## src/rtl/pps_pkg.sv

```systemverilog
package pps_pkg;
    typedef enum logic [1:0] {
        PPS_D0 = 2'h0,
        PPS_D1 = 2'h1,
        PPS_D2 = 2'h2,
        PPS_D3 = 2'h3
    } pps_pm_t;

    // ----------------------------------------
    // config space offsets
    // ----------------------------------------
    localparam logic [7:0] PPS_LNK_PMCSR_OFS = 8'hE0;
    localparam logic [7:0] PPS_PHY_LP_OFS = 8'h98;
    localparam logic [7:0] PPS_CRD_PMCSR_OFS = 8'h84;

    // ----------------------------------------
    // field positions
    // ----------------------------------------
    localparam int PPS_PS_LSB = 0;
    localparam int PPS_PME_EN_BIT = 8;
    localparam int PPS_PME_STS_BIT = 15;
    localparam int PPS_D2_SLEEP_BIT = 0;
    localparam int PPS_D3_SLEEP_BIT = 1;
    localparam int PPS_D2_FORCE_BIT = 2;
    localparam int PPS_D3_FORCE_BIT = 3;
    localparam int PPS_PHY_CTL_W = 4;

    // ----------------------------------------
    // reset values
    // ----------------------------------------
    localparam logic [3:0] PPS_PHY_CTL_RST = 4'h0;
    localparam logic [31:0] PPS_RDATA_RST = 32'h0000_0000;
    localparam int PPS_SYNC_STAGES = 2;
endpackage

```

## src/rtl/pps_ctrl.sv

```systemverilog
`timescale 1ns/1ps
`default_nettype none
module pps_ctrl
    import pps_pkg::*;
(
    input wire logic ref_clk,
    input wire logic resetn,
    // config space access
    input wire logic cfg_wr,
    input wire logic cfg_rd,
    input wire logic cfg_func,
    input wire logic [7:0] cfg_addr,
    input wire logic [31:0] cfg_wdata,
    output logic [31:0] cfg_rdata,
    // pins
    input wire logic host_bus_reset_in_n,
    input wire logic phy_linkon,
    input wire logic phy_int,
    input wire logic ports_idle,
    input wire logic [2:0] card_detect,
    // link controller side, same clock
    input wire logic link_irq,
    // outputs
    output logic host_int,
    output logic pme_n_o,
    output logic pme_oe_n,
    output logic ack_tardy_en,
    output logic link_power_status,
    output logic link_regs_clear,
    output logic link_cfg_clear,
    output logic link_soft_rst,
    output logic phy_doze,
    output logic phy_sleep,
    output logic card_access_en,
    output logic card_soft_rst,
    output logic card_a_clock_out,
    output logic card_b_clock_out
);
    // ----------------------------------------
    // state
    // ----------------------------------------
    typedef struct packed {
        pps_pm_t lnk_ps;
        logic lnk_pme_en;
        logic lnk_pme_sts;
        pps_pm_t crd_ps;
        logic crd_pme_en;
        logic crd_pme_sts;
        logic [PPS_PHY_CTL_W-1:0] phy_ctl;
        logic lp_act;
        logic lp_woken;
        logic [2:0] det_q;
        logic lnk_rst;
        logic crd_rst;
        logic lnk_keep;
        logic crd_keep;
        logic int_q;
        logic pme_q;
        logic doze_q;
        logic sleep_q;
        logic cka;
        logic ckb;
        logic [31:0] rdata;
    } pps_st_t;

    pps_st_t st_r;
    pps_st_t st_nxt;

    logic pci_rst_n_s;
    logic linkon_s;
    logic phy_int_s;
    logic ports_idle_s;
    logic [2:0] det_s;

    // ----------------------------------------
    // pin synchronisers
    // ----------------------------------------
    pps_sync #(
        .W(1),
        .RST_VAL(1'b1)
    ) u_sync_rst (
        .ref_clk(ref_clk),
        .resetn(resetn),
        .din(host_bus_reset_in_n),
        .dout(pci_rst_n_s)
    );

    pps_sync #(
        .W(3),
        .RST_VAL(3'h0)
    ) u_sync_phy (
        .ref_clk(ref_clk),
        .resetn(resetn),
        .din({phy_linkon, phy_int, ports_idle}),
        .dout({linkon_s, phy_int_s, ports_idle_s})
    );

    pps_sync #(
        .W(3),
        .RST_VAL(3'h0)
    ) u_sync_det (
        .ref_clk(ref_clk),
        .resetn(resetn),
        .din(card_detect),
        .dout(det_s)
    );

    // ----------------------------------------
    // decode
    // ----------------------------------------
    logic wr_lnk_pm;
    logic wr_phy;
    logic wr_crd_pm;
    logic lnk_d0;
    logic lnk_d1;
    logic lnk_d2;
    logic lnk_d3;
    logic lp_state;
    logic force_sel;
    logic sleep_sel;
    logic lp_cond;
    logic det_chg;
    logic lnk_wake;
    logic pci_rst;
    logic keep_lnk_ctx;
    logic keep_crd_ctx;

    assign wr_lnk_pm = cfg_wr && !cfg_func && cfg_addr == PPS_LNK_PMCSR_OFS;
    assign wr_phy = cfg_wr && !cfg_func && cfg_addr == PPS_PHY_LP_OFS;
    assign wr_crd_pm = cfg_wr && cfg_func && cfg_addr == PPS_CRD_PMCSR_OFS;
    assign lnk_d0 = st_r.lnk_ps == PPS_D0;
    assign lnk_d1 = st_r.lnk_ps == PPS_D1;
    assign lnk_d2 = st_r.lnk_ps == PPS_D2;
    // D3cold is D3hot on auxiliary supply; same logic
    assign lnk_d3 = st_r.lnk_ps == PPS_D3;
    assign lp_state = lnk_d2 || lnk_d3;
    assign force_sel = lnk_d2 ? st_r.phy_ctl[PPS_D2_FORCE_BIT]
                              : st_r.phy_ctl[PPS_D3_FORCE_BIT];
    // per-state doze/sleep choice
    assign sleep_sel = lnk_d2 ? st_r.phy_ctl[PPS_D2_SLEEP_BIT]
                              : st_r.phy_ctl[PPS_D3_SLEEP_BIT];
    // idle ports or force bit let the PHY power down
    assign lp_cond = lp_state && (ports_idle_s || force_sel);
    assign det_chg = |(det_s ^ st_r.det_q);
    assign pci_rst = !pci_rst_n_s;
    // pme context survives host bus reset only in D3 with wake armed
    // hold flag carries it on, the state reads D0 after the first reset cycle
    assign keep_lnk_ctx = (lnk_d3 || st_r.lnk_keep) && st_r.lnk_pme_en;
    assign keep_crd_ctx = (st_r.crd_ps == PPS_D3 || st_r.crd_keep) && st_r.crd_pme_en;

    // wake sources per state; forced low power blocks LinkOn wake
    always_comb begin
        lnk_wake = 1'b0;
        unique case (st_r.lnk_ps)
            PPS_D0: begin
                lnk_wake = 1'b0;
            end
            PPS_D1: begin
                lnk_wake = link_irq;
            end
            PPS_D2: begin
                lnk_wake = (linkon_s || phy_int_s) && !(st_r.lp_act && force_sel);
            end
            PPS_D3: begin
                lnk_wake = linkon_s && !(st_r.lp_act && force_sel);
            end
        endcase
    end

    // ----------------------------------------
    // next state
    // ----------------------------------------
    always_comb begin
        st_nxt = st_r;
        st_nxt.lnk_rst = 1'b0;
        st_nxt.crd_rst = 1'b0;
        st_nxt.det_q = det_s;

        // ----------------------------------------
        // link power-management control/status
        // ----------------------------------------
        if (wr_lnk_pm) begin
            // any write to the state field moves the function to the written state
            st_nxt.lnk_ps = pps_pm_t'(cfg_wdata[PPS_PS_LSB +: 2]);
            st_nxt.lnk_pme_en = cfg_wdata[PPS_PME_EN_BIT];
            if (cfg_wdata[PPS_PME_STS_BIT]) begin
                st_nxt.lnk_pme_sts = 1'b0;
            end
            // leaving D3 for D0 resets the link controller on its own
            st_nxt.lnk_rst = lnk_d3 && cfg_wdata[PPS_PS_LSB +: 2] == PPS_D0;
            st_nxt.lp_act = 1'b0;
            st_nxt.lp_woken = 1'b0;
        end
        // set beats a same-cycle write-one clear
        if (lnk_wake) begin
            st_nxt.lnk_pme_sts = 1'b1;
        end

        // ----------------------------------------
        // phy low power entry and LinkOn resume
        // ----------------------------------------
        if (wr_phy) begin
            st_nxt.phy_ctl = cfg_wdata[PPS_PHY_CTL_W-1:0];
        end
        if (!wr_lnk_pm) begin
            if (!lp_state) begin
                st_nxt.lp_act = 1'b0;
                st_nxt.lp_woken = 1'b0;
            end else if (st_r.lp_act && linkon_s && !force_sel) begin
                // resume stays until software moves the state
                st_nxt.lp_act = 1'b0;
                st_nxt.lp_woken = 1'b1;
            end else if (lp_cond && !st_r.lp_woken) begin
                st_nxt.lp_act = 1'b1;
            end else if (!lp_cond && !force_sel) begin
                st_nxt.lp_act = 1'b0; // repeater keeps running
            end
        end

        // ----------------------------------------
        // card functions power-management control/status
        // ----------------------------------------
        if (wr_crd_pm) begin
            st_nxt.crd_ps = pps_pm_t'(cfg_wdata[PPS_PS_LSB +: 2]);
            st_nxt.crd_pme_en = cfg_wdata[PPS_PME_EN_BIT];
            if (cfg_wdata[PPS_PME_STS_BIT]) begin
                st_nxt.crd_pme_sts = 1'b0;
            end
            // self reset on the way back from D3
            st_nxt.crd_rst = st_r.crd_ps == PPS_D3 && cfg_wdata[PPS_PS_LSB +: 2] == PPS_D0;
        end
        // sampled on ref_clk; a fully clockless D3cold wake needs an async latch
        if (det_chg && st_r.crd_ps != PPS_D0) begin
            st_nxt.crd_pme_sts = 1'b1;
        end

        // ----------------------------------------
        // host bus reset clears all but armed pme context
        // ----------------------------------------
        st_nxt.lnk_keep = 1'b0;
        st_nxt.crd_keep = 1'b0;
        if (pci_rst) begin
            st_nxt.lnk_ps = PPS_D0;
            st_nxt.crd_ps = PPS_D0;
            st_nxt.phy_ctl = PPS_PHY_CTL_RST;
            st_nxt.lp_act = 1'b0;
            st_nxt.lp_woken = 1'b0;
            st_nxt.lnk_keep = keep_lnk_ctx;
            st_nxt.crd_keep = keep_crd_ctx;
            if (!keep_lnk_ctx) begin
                st_nxt.lnk_pme_en = 1'b0;
                st_nxt.lnk_pme_sts = 1'b0;
            end
            if (!keep_crd_ctx) begin
                st_nxt.crd_pme_en = 1'b0;
                st_nxt.crd_pme_sts = 1'b0;
            end
        end

        // ----------------------------------------
        // card clocks run in D0..D2, forced low in D3
        // ----------------------------------------
        // follows the next state so no clock edge escapes on the first D3 cycle
        if (st_nxt.crd_ps == PPS_D3) begin
            st_nxt.cka = 1'b0;
            st_nxt.ckb = 1'b0;
        end else begin
            st_nxt.cka = !st_r.cka;
            st_nxt.ckb = !st_r.ckb;
        end

        // ----------------------------------------
        // interrupts only in D0, otherwise pme alone
        // ----------------------------------------
        st_nxt.int_q = lnk_d0 && link_irq;
        st_nxt.pme_q = (st_r.lnk_pme_en && st_r.lnk_pme_sts)
                     || (st_r.crd_pme_en && st_r.crd_pme_sts);
        // doze and sleep outputs
        st_nxt.doze_q = st_r.lp_act;
        st_nxt.sleep_q = st_r.lp_act && sleep_sel;

        // ----------------------------------------
        // read data, unmapped offsets read zero
        // ----------------------------------------
        st_nxt.rdata = PPS_RDATA_RST;
        if (cfg_rd) begin
            if (!cfg_func && cfg_addr == PPS_LNK_PMCSR_OFS) begin
                st_nxt.rdata[PPS_PS_LSB +: 2] = st_r.lnk_ps;
                st_nxt.rdata[PPS_PME_EN_BIT] = st_r.lnk_pme_en;
                st_nxt.rdata[PPS_PME_STS_BIT] = st_r.lnk_pme_sts;
            end else if (!cfg_func && cfg_addr == PPS_PHY_LP_OFS) begin
                st_nxt.rdata[PPS_PHY_CTL_W-1:0] = st_r.phy_ctl;
            end else if (cfg_func && cfg_addr == PPS_CRD_PMCSR_OFS) begin
                st_nxt.rdata[PPS_PS_LSB +: 2] = st_r.crd_ps;
                st_nxt.rdata[PPS_PME_EN_BIT] = st_r.crd_pme_en;
                st_nxt.rdata[PPS_PME_STS_BIT] = st_r.crd_pme_sts;
            end
        end
    end

    // ----------------------------------------
    // registers
    // ----------------------------------------
    always_ff @(posedge ref_clk) begin
        if (!resetn) begin
            st_r <= '{
                lnk_ps: PPS_D0,
                crd_ps: PPS_D0,
                phy_ctl: PPS_PHY_CTL_RST,
                rdata: PPS_RDATA_RST,
                default: '0
            };
        end else begin
            st_r <= st_nxt;
        end
    end

    // ----------------------------------------
    // outputs
    // ----------------------------------------
    assign cfg_rdata = st_r.rdata;
    assign host_int = st_r.int_q;
    // open drain: drive low only while requesting wake
    assign pme_n_o = 1'b0;
    assign pme_oe_n = !st_r.pme_q;
    assign ack_tardy_en = lnk_d1;
    assign link_power_status = !lp_state;
    // link registers survive D1, lost in D2/D3
    assign link_regs_clear = lp_state || st_r.lnk_rst;
    // unique id and pme context are never cleared here
    assign link_cfg_clear = lnk_d3;
    assign link_soft_rst = st_r.lnk_rst;
    assign phy_doze = st_r.doze_q;
    assign phy_sleep = st_r.sleep_q;
    assign card_access_en = st_r.crd_ps == PPS_D0;
    assign card_soft_rst = st_r.crd_rst;
    assign card_a_clock_out = st_r.cka;
    assign card_b_clock_out = st_r.ckb;
endmodule
`default_nettype wire

```

## src/rtl/pps_sync.sv

```systemverilog
`timescale 1ns/1ps
`default_nettype none
module pps_sync #(
    parameter int W = 1,
    parameter logic [W-1:0] RST_VAL = '0
) (
    input wire logic ref_clk,
    input wire logic resetn,
    input wire logic [W-1:0] din,
    output logic [W-1:0] dout
);
    typedef struct packed {
        logic [W-1:0] s1;
        logic [W-1:0] s2;
    } pps_sync_st_t;

    pps_sync_st_t st_r;
    pps_sync_st_t st_nxt;

    // first stage feeds only the second one
    always_comb begin
        st_nxt = st_r;
        st_nxt.s1 = din;
        st_nxt.s2 = st_r.s1;
    end

    always_ff @(posedge ref_clk) begin
        if (!resetn) begin
            st_r <= {RST_VAL, RST_VAL};
        end else begin
            st_r <= st_nxt;
        end
    end

    assign dout = st_r.s2;
endmodule
`default_nettype wire

```

## config.mk

```make
export PLATFORM = sky130hd
export DESIGN_NAME = pps_ctrl
export DESIGN_NICKNAME = d
export VERILOG_FILES = /design/src/rtl/pps_pkg.sv /design/src/rtl/pps_ctrl.sv /design/src/rtl/pps_sync.sv
export SDC_FILE = /design/constraint.sdc
export NUM_CORES = 1
export LEC_CHECK = 0
export BUFFER_PORTS_ARGS = -buffer_cell sky130_fd_sc_hd__buf_2
export CAP_MARGIN = 10
export CORE_UTILIZATION = 46
export DETAILED_ROUTE_END_ITERATION = 8
export PLACE_DENSITY = 0.8
export SLEW_MARGIN = 10
export SYNTH_ARGS = -nofsm -noshare
export SYNTH_HDL_FRONTEND = slang
export SYNTH_SLANG_ARGS = --single-unit
```

## constraint.sdc

```tcl
create_clock -name ref_clk -period 1.4 [get_ports ref_clk]
set_input_delay 0.21 -clock ref_clk [delete_from_list [all_inputs] [get_ports ref_clk]]
set_output_delay 0.21 -clock ref_clk [all_outputs]
set_load 0.005 [all_outputs]
```

## Word-level counts from Yosys, hierarchy flattened

Cells that the tools add are included.

| word-level totals | value |
|---|---|
| register bits | 73 |
| input bits | 53 |
| output and inout port bits | 46 |
| logic and storage cells | 123 |

| operators by class | value |
|---|---|
| eq/ne operators | 8 |
| multiplexer cells | 29 |
| bitwise logic cells | 4 |
| reduce and logical (&&, ||, !) cells | 53 |

Operators by type and width:

| cell | number |
|---|---|
| $logic_and 1x1->1 | 25 |
| $eq 8x8->1 const B | 3 |
| $mux 2 | 9 |
| $mux 1 | 16 |
| $mux 12 | 1 |
| $logic_not 1->1 | 9 |
| $eq 2x2->1 const B | 4 |
| $mux 4 | 2 |
| $reduce_and 2->1 | 4 |
| $logic_or 1x1->1 | 7 |
| $logic_not 2->1 | 3 |
| $pmux 1 s4 | 1 |
| $reduce_or 2->1 | 2 |
| $reduce_or 4->1 | 1 |
| $not 1->1 | 3 |
| $reduce_or 3->1 | 1 |
| $xor 3x3->3 | 1 |
| $eq 2x1->1 const B | 1 |
| $reduce_bool 2->1 | 1 |

## Longest topological paths before layout

| depth | value |
|---|---|
| depth after elaboration | 14 |
| depth in mapped cells | 6 |
| gate-level depth less buffers | 5 |

## By module

From an unflattened synthesis, not the netlist that was laid out.

| unflattened totals | value |
|---|---|
| cell total of the unflattened synthesis | 212 |
| area, all modules | 2045.7 sq um |

Modules (own cells, without submodules):

| module | instances | cells each | area an instance (sq um) | seq. area each (sq um) |
|---|---|---|---|---|
| pps_ctrl | 1 | 184 | 1677.9 | 660.6 |
| pps_sync at u_sync_det ... | 2 | 12 | 157.7 | 120.1 |
| pps_sync at u_sync_rst | 1 | 4 | 52.6 | 40.0 |

## Worst setup path before layout

OpenSTA, ideal clock, no wires.

| timing path | value |
|---|---|
| path type | reg-to-reg |
| from | reg st_r[58] (netlist name) |
| to | reg st_r[45] (netlist name) |
| setup time | 0.066 ns |
| arrival | 1.119 ns |
| required time | 1.334 ns |
| slack | 0.215 ns |
| stages on the path, launching flop included | 6 |
| buffers on the path | 1 |
| clock period less this slack | 1.185 ns |
| path through | dfxtp_1 buf_6 nor2b_4 mux2_1 o21ai_1 nor2b_1 |

| on the way | value |
|---|---|
| word-level cells in the longest chain between the ends | 7 |
| elaborated cells between the ends (all ways) | 9 |
| classes of those cells | eq/ne (2); mux (4); reduce/logical (3) |

Ends and longest elaborated chain:

| what | RTL line | RTL |
|---|---|---|
| start, declared | pps_ctrl.sv:66 | `pps_st_t st_r;` |
| start signal, assigned | pps_ctrl.sv:306 | `st_r <= '{` |
| start signal, assigned | pps_ctrl.sv:314 | `st_r <= st_nxt;` |
| $eq 2x2->1 | pps_ctrl.sv:133 | `assign lnk_d2 = st_r.lnk_ps == PPS_D2;` |
| $mux 1 | pps_ctrl.sv:137 | `assign force_sel = lnk_d2 ? st_r.phy_ctl[PPS_D2_FORCE_BIT]` |
| $logic_not 1->1 | pps_ctrl.sv:209 | `end else if (st_r.lp_act && linkon_s && !force_sel) begin` |
| $logic_and 1x1->1 | pps_ctrl.sv:209 |  |
| $mux 1 | pps_ctrl.sv:209 |  |
| $mux 2 (*) | pps_ctrl.sv:206 | `if (!lp_state) begin` |
| $mux 2 (*) | pps_ctrl.sv:205 | `if (!wr_lnk_pm) begin` |

Every way passes the cells marked *; elsewhere a longest branch is shown, timed or not.
A chain may end at the register's enable or synchronous reset.

## Worst setup path after layout

| timing path | value |
|---|---|
| from | reg st_r[58] (netlist name) |
| to | out link_regs_clear |

| on the way | value |
|---|---|
| word-level cells in the longest chain between the ends | 3 |
| elaborated cells between the ends (all ways) | 4 |
| classes of those cells | eq/ne (2); reduce/logical (2) |

Ends and longest elaborated chain:

| what | RTL line | RTL |
|---|---|---|
| $eq 2x2->1 (on tied branches) | pps_ctrl.sv:133, pps_ctrl.sv:135 |  |
| $logic_or 1x1->1 (*) | pps_ctrl.sv:136 | `assign lp_state = lnk_d2 \|\| lnk_d3;` |
| $logic_or 1x1->1 (*) | pps_ctrl.sv:329 | `assign link_regs_clear = lp_state \|\| st_r.lnk_rst;` |
| end, declared | pps_ctrl.sv:29 | `output logic link_regs_clear,` |

Marked as above.

==> metrics.yaml <==
outcome:
  status: "finished, final reports clean"
floorplan:
  fp.dieArea_mm2: 0.00473
  die_y_um: 68.8
  io_pins: 99
  start_util_pct: 49.5
  rows: 23
  coreArea_mm2: 0.00414
  die_x_um: 68.8
worst_setup_path:
  reg2reg_setup_slack_ns: 0.17
  reg2reg_to: "st_nxt[35]"
  slowest_delay_ns: 0.36
  critPathBufInv: 1
  critPathKind: "reg2out"
  path_delay_family: "flip-flops"
  path_cells: "or2_2 -> buf_2"
  cp.required_ns: 1.19
  cp-end-kind: "primary output"
  reg2reg_depth: 4
  cp_max_fo: 7
  cp.arrival_ns: 1.07
  start_kind: "register"
  r2r_start: "st_r[58]"
  cp_slowest_cell: "dfxtp_2"
sta:
  fin_tns_setup_ns: 0
  slew_viol_final: 0
  finalCriticalPeriod_ns: 1.28
  setup-violations-final: 0
  fin_worst_skew_ns: 0.00715
  final-hold-violation-count: 0
  rsz0062_at_grt: "false"
  fmax_ghz: 0.782
  min_period_over_period_pct: 91.4
placed_design:
  port_buffers: 45
  hpwl_um: 2560
  gp_congestion: 0.791
cells_and_area:
  finish.net_count: 307
  drive_gt1_share_pct: 28.6
  insertedDiodeCount: 0
  fillCellCount: 396
  area_growth_pct: 12.6
pwr:
  power-per-cell-area_mw_per_mm2: 1090
  p_seq_share_pct: 54.5
  ir_drop_uv: 661
  switching_share_pct: 20.5
  total_leakage_power_nw: 1.08
  internal_power_mw: 2.01
  combPwrFrac_pct: 5.8
  p_clk_share_pct: 39.7
  power_mw: 2.52
  switchingPower_mw: 0.516
yosys:
  synth_seq_cells: 47
  post-synth-top-area-cell: "dfxtp_1"
  synth_edf_count: 0
  yosysSeqAreaShare_pct: 45.9
  synth.area.top_cells: "dfxtp_1, buf_4, and2_1"
  yosys_warnings: 0
  synthArstFlopShare_pct: 0
  avgSynthCellArea_um2: 9.77
  synth_area_mm2: 0.00205
  syn_inst: 210
  synth_top_area_share_pct: 45.9
  synth_ff_type: "dfxtp_1"
  ys_types: 42
global_route:
  antenna_found_initial: 0
  grtUsageTotal_pct: 15.7
  grt_max_degree: 22
  grt_pass1_vias: 1189
  grt_pass1_wl_um: 5350
  grt_overflow_total: 0
route:
  ant_nets: 0
  drc: 0
  via_per_inst: 4.67
  num_vias: 1423
  drtIter0Drc: 141
  routedWlPerCell_um: 10.8
  route.met3.wl_um: 234
  dr.pass1.iters: 4
  wl_met2_um: 1600
  top_layer: "met4"
  drt_wl_total_um: 3310
  wl_met1_um: 1440
cts:
  cts_tree: "done"
  cts_inserted_buffers: 5
  cts-root-buf: "clkbuf_8"
  clock_sinks: 47
  clock_latency_ns: 0.30
  clk_pin_slew_ns: 0.08
  clk_path_buf_depth: 2
  htreeDepth: 2
worst_hold_path:
  hp-class: "in2reg"
  whs_endpoint: "u_sync_rst.st_nxt[0]"
  whs_path_depth: 2
  hp-start: "host_bus_reset_in_n"
flow_run:
  max-cap-violations: 0
==> cell usage after synthesis, types with 2 or more instances <==
cell / instances
a21oi_1: 4
a22o_2: 2
a22oi_1: 3
a31oi_1: 2
a32oi_1: 3
and2_1: 18
and3b_1: 2
buf_4: 34
buf_6: 2
clkbuf_1: 4
dfxtp_1: 47
inv_1: 5
mux2i_1: 9
nand2_1: 8
nand2b_1: 3
nand3_1: 5
nand4_1: 3
nor2_1: 16
nor2b_1: 4
nor3_1: 3
nor3b_1: 2
nor4bb_1: 2
o21ai_0: 7
o21ai_1: 2
xnor2_1: 3
==> worst register-to-register path, stage by stage, from the launching register on <==
cell	delay [ns]
dfxtp_2	0.39
nor2b_4	0.18
mux2_1	0.34
a21oi_1	0.14
nor3_1	0.07
==> worst max path at each step <==
| stage | from | end | depth (start not counted) |
|---|---|---|---|
| after floorplan | st_r[58] | st_r[45] | 5 |
| after global placement | cfg_addr[3] | card_a_clock_out | 5 |
| after detailed placement | cfg_addr[3] | card_a_clock_out | 5 |
| after CTS | st_r[58] | link_power_status | 3 |
| after global routing | st_r[58] | link_regs_clear | 2 |
| final | st_r[58] | link_regs_clear | 2 |
==> logic make-up (layout without fill, tap and decap cells) <==
logic type	after synthesis	count (layout)	share of synthesized area (%)
other	1	27	0.183
AOI/OAI and AO/OA	27	27	8.72
DFF	47	47	45.9
and+or+nand+nor	77	77	23.8
muxes	10	10	4.94
xor gates and xnor gates	3	3	1.28
buffers and inverters	45	64	15.2
==> power by group through the flow <==
stage               clock network (mW)  registers [mW]  logic, mW
finish                            1.00            1.37      0.145
global route                      1.10            1.38      0.165
CTS                               1.04            1.37      0.146
detailed placement                   0            1.41      0.145
global placement                     0            1.41      0.143
floorplan                            0            1.40      0.133
==> per-stage QoR <==
step,instance area (um^2),hold slack (ns),instances,util [%],setup slack (ns)
3_3_place_gp,2190,0.392,297,52.8,0.0749
2_1_floorplan,2150,0.311,236,-,0.215
4_1_cts,2310,0.0800,305,55.7,0.0744
5_1_grt,2310,0.0908,305,55.7,0.0574
3_5_place_dp,2190,0.394,297,52.8,0.0462
6_report,2310,0.0929,305,55.7,0.121
==> routing by layer <==
metal | track usage [%] | vias to the layer above
met2 | 26.3 | 48
li1 | - | 735
met3 | 6.58 | 3
met4 | 3.83 | 0
met1 | 18.4 | 637
met5 | 0 | -
==> registers in the layout, indices dropped and copies added (netlist names), 3 cells and up <==
register / cells
cfg_rdata: 6
st_r: 19
u_sync_det.dout: 3
u_sync_det.st_nxt: 3
u_sync_phy.dout: 3
u_sync_phy.st_nxt: 3
==> area by class of cell <==
| type | count | area (um^2) | area share (%) |
|---|---|---|---|
| clock buffer | 6 | 82.6 | 3.58 |
| clock inverter | 2 | 35.0 | 1.52 |
| timing repair buffer | 51 | 270 | 11.7 |
| tap | 50 | 62.6 | 2.71 |
| multi-input combinational | 144 | 897 | 38.8 |
| inverter | 5 | 18.8 | 0.813 |
| sequential | 47 | 943 | 40.8 |
==> repair_timing <==
item / 4_1_cts / 5_1_grt
hold buffers: 0 / 0
setup buffers: 0 / 0
gates resized for setup: 0 / 2
endpoints found under the setup margin: 0 / 3
==> cells in the final DEF, fill, tap and decap left out, types with 2 or more instances in the layout <==
master,Yosys,layout
dfxtp_1,47,45
conb_1,1,27
nor3b_1,2,2
clkbuf_8,0,6
nand4_1,3,3
nor3_1,3,3
and3b_1,2,2
xnor2_1,3,3
nand2_1,8,8
o21ai_1,2,2
a22oi_1,3,3
o21ai_0,7,7
nand2b_1,3,3
nor4bb_1,2,2
buf_4,34,6
a22o_2,2,2
dfxtp_2,0,2
nor2_1,16,16
a32oi_1,3,3
buf_2,0,45
and2_1,18,18
mux2i_1,9,9
a21oi_1,4,4
nand3_1,5,5
inv_1,5,5
a31oi_1,2,2
nor2b_1,4,4
(Power assumes the default switching activity.)
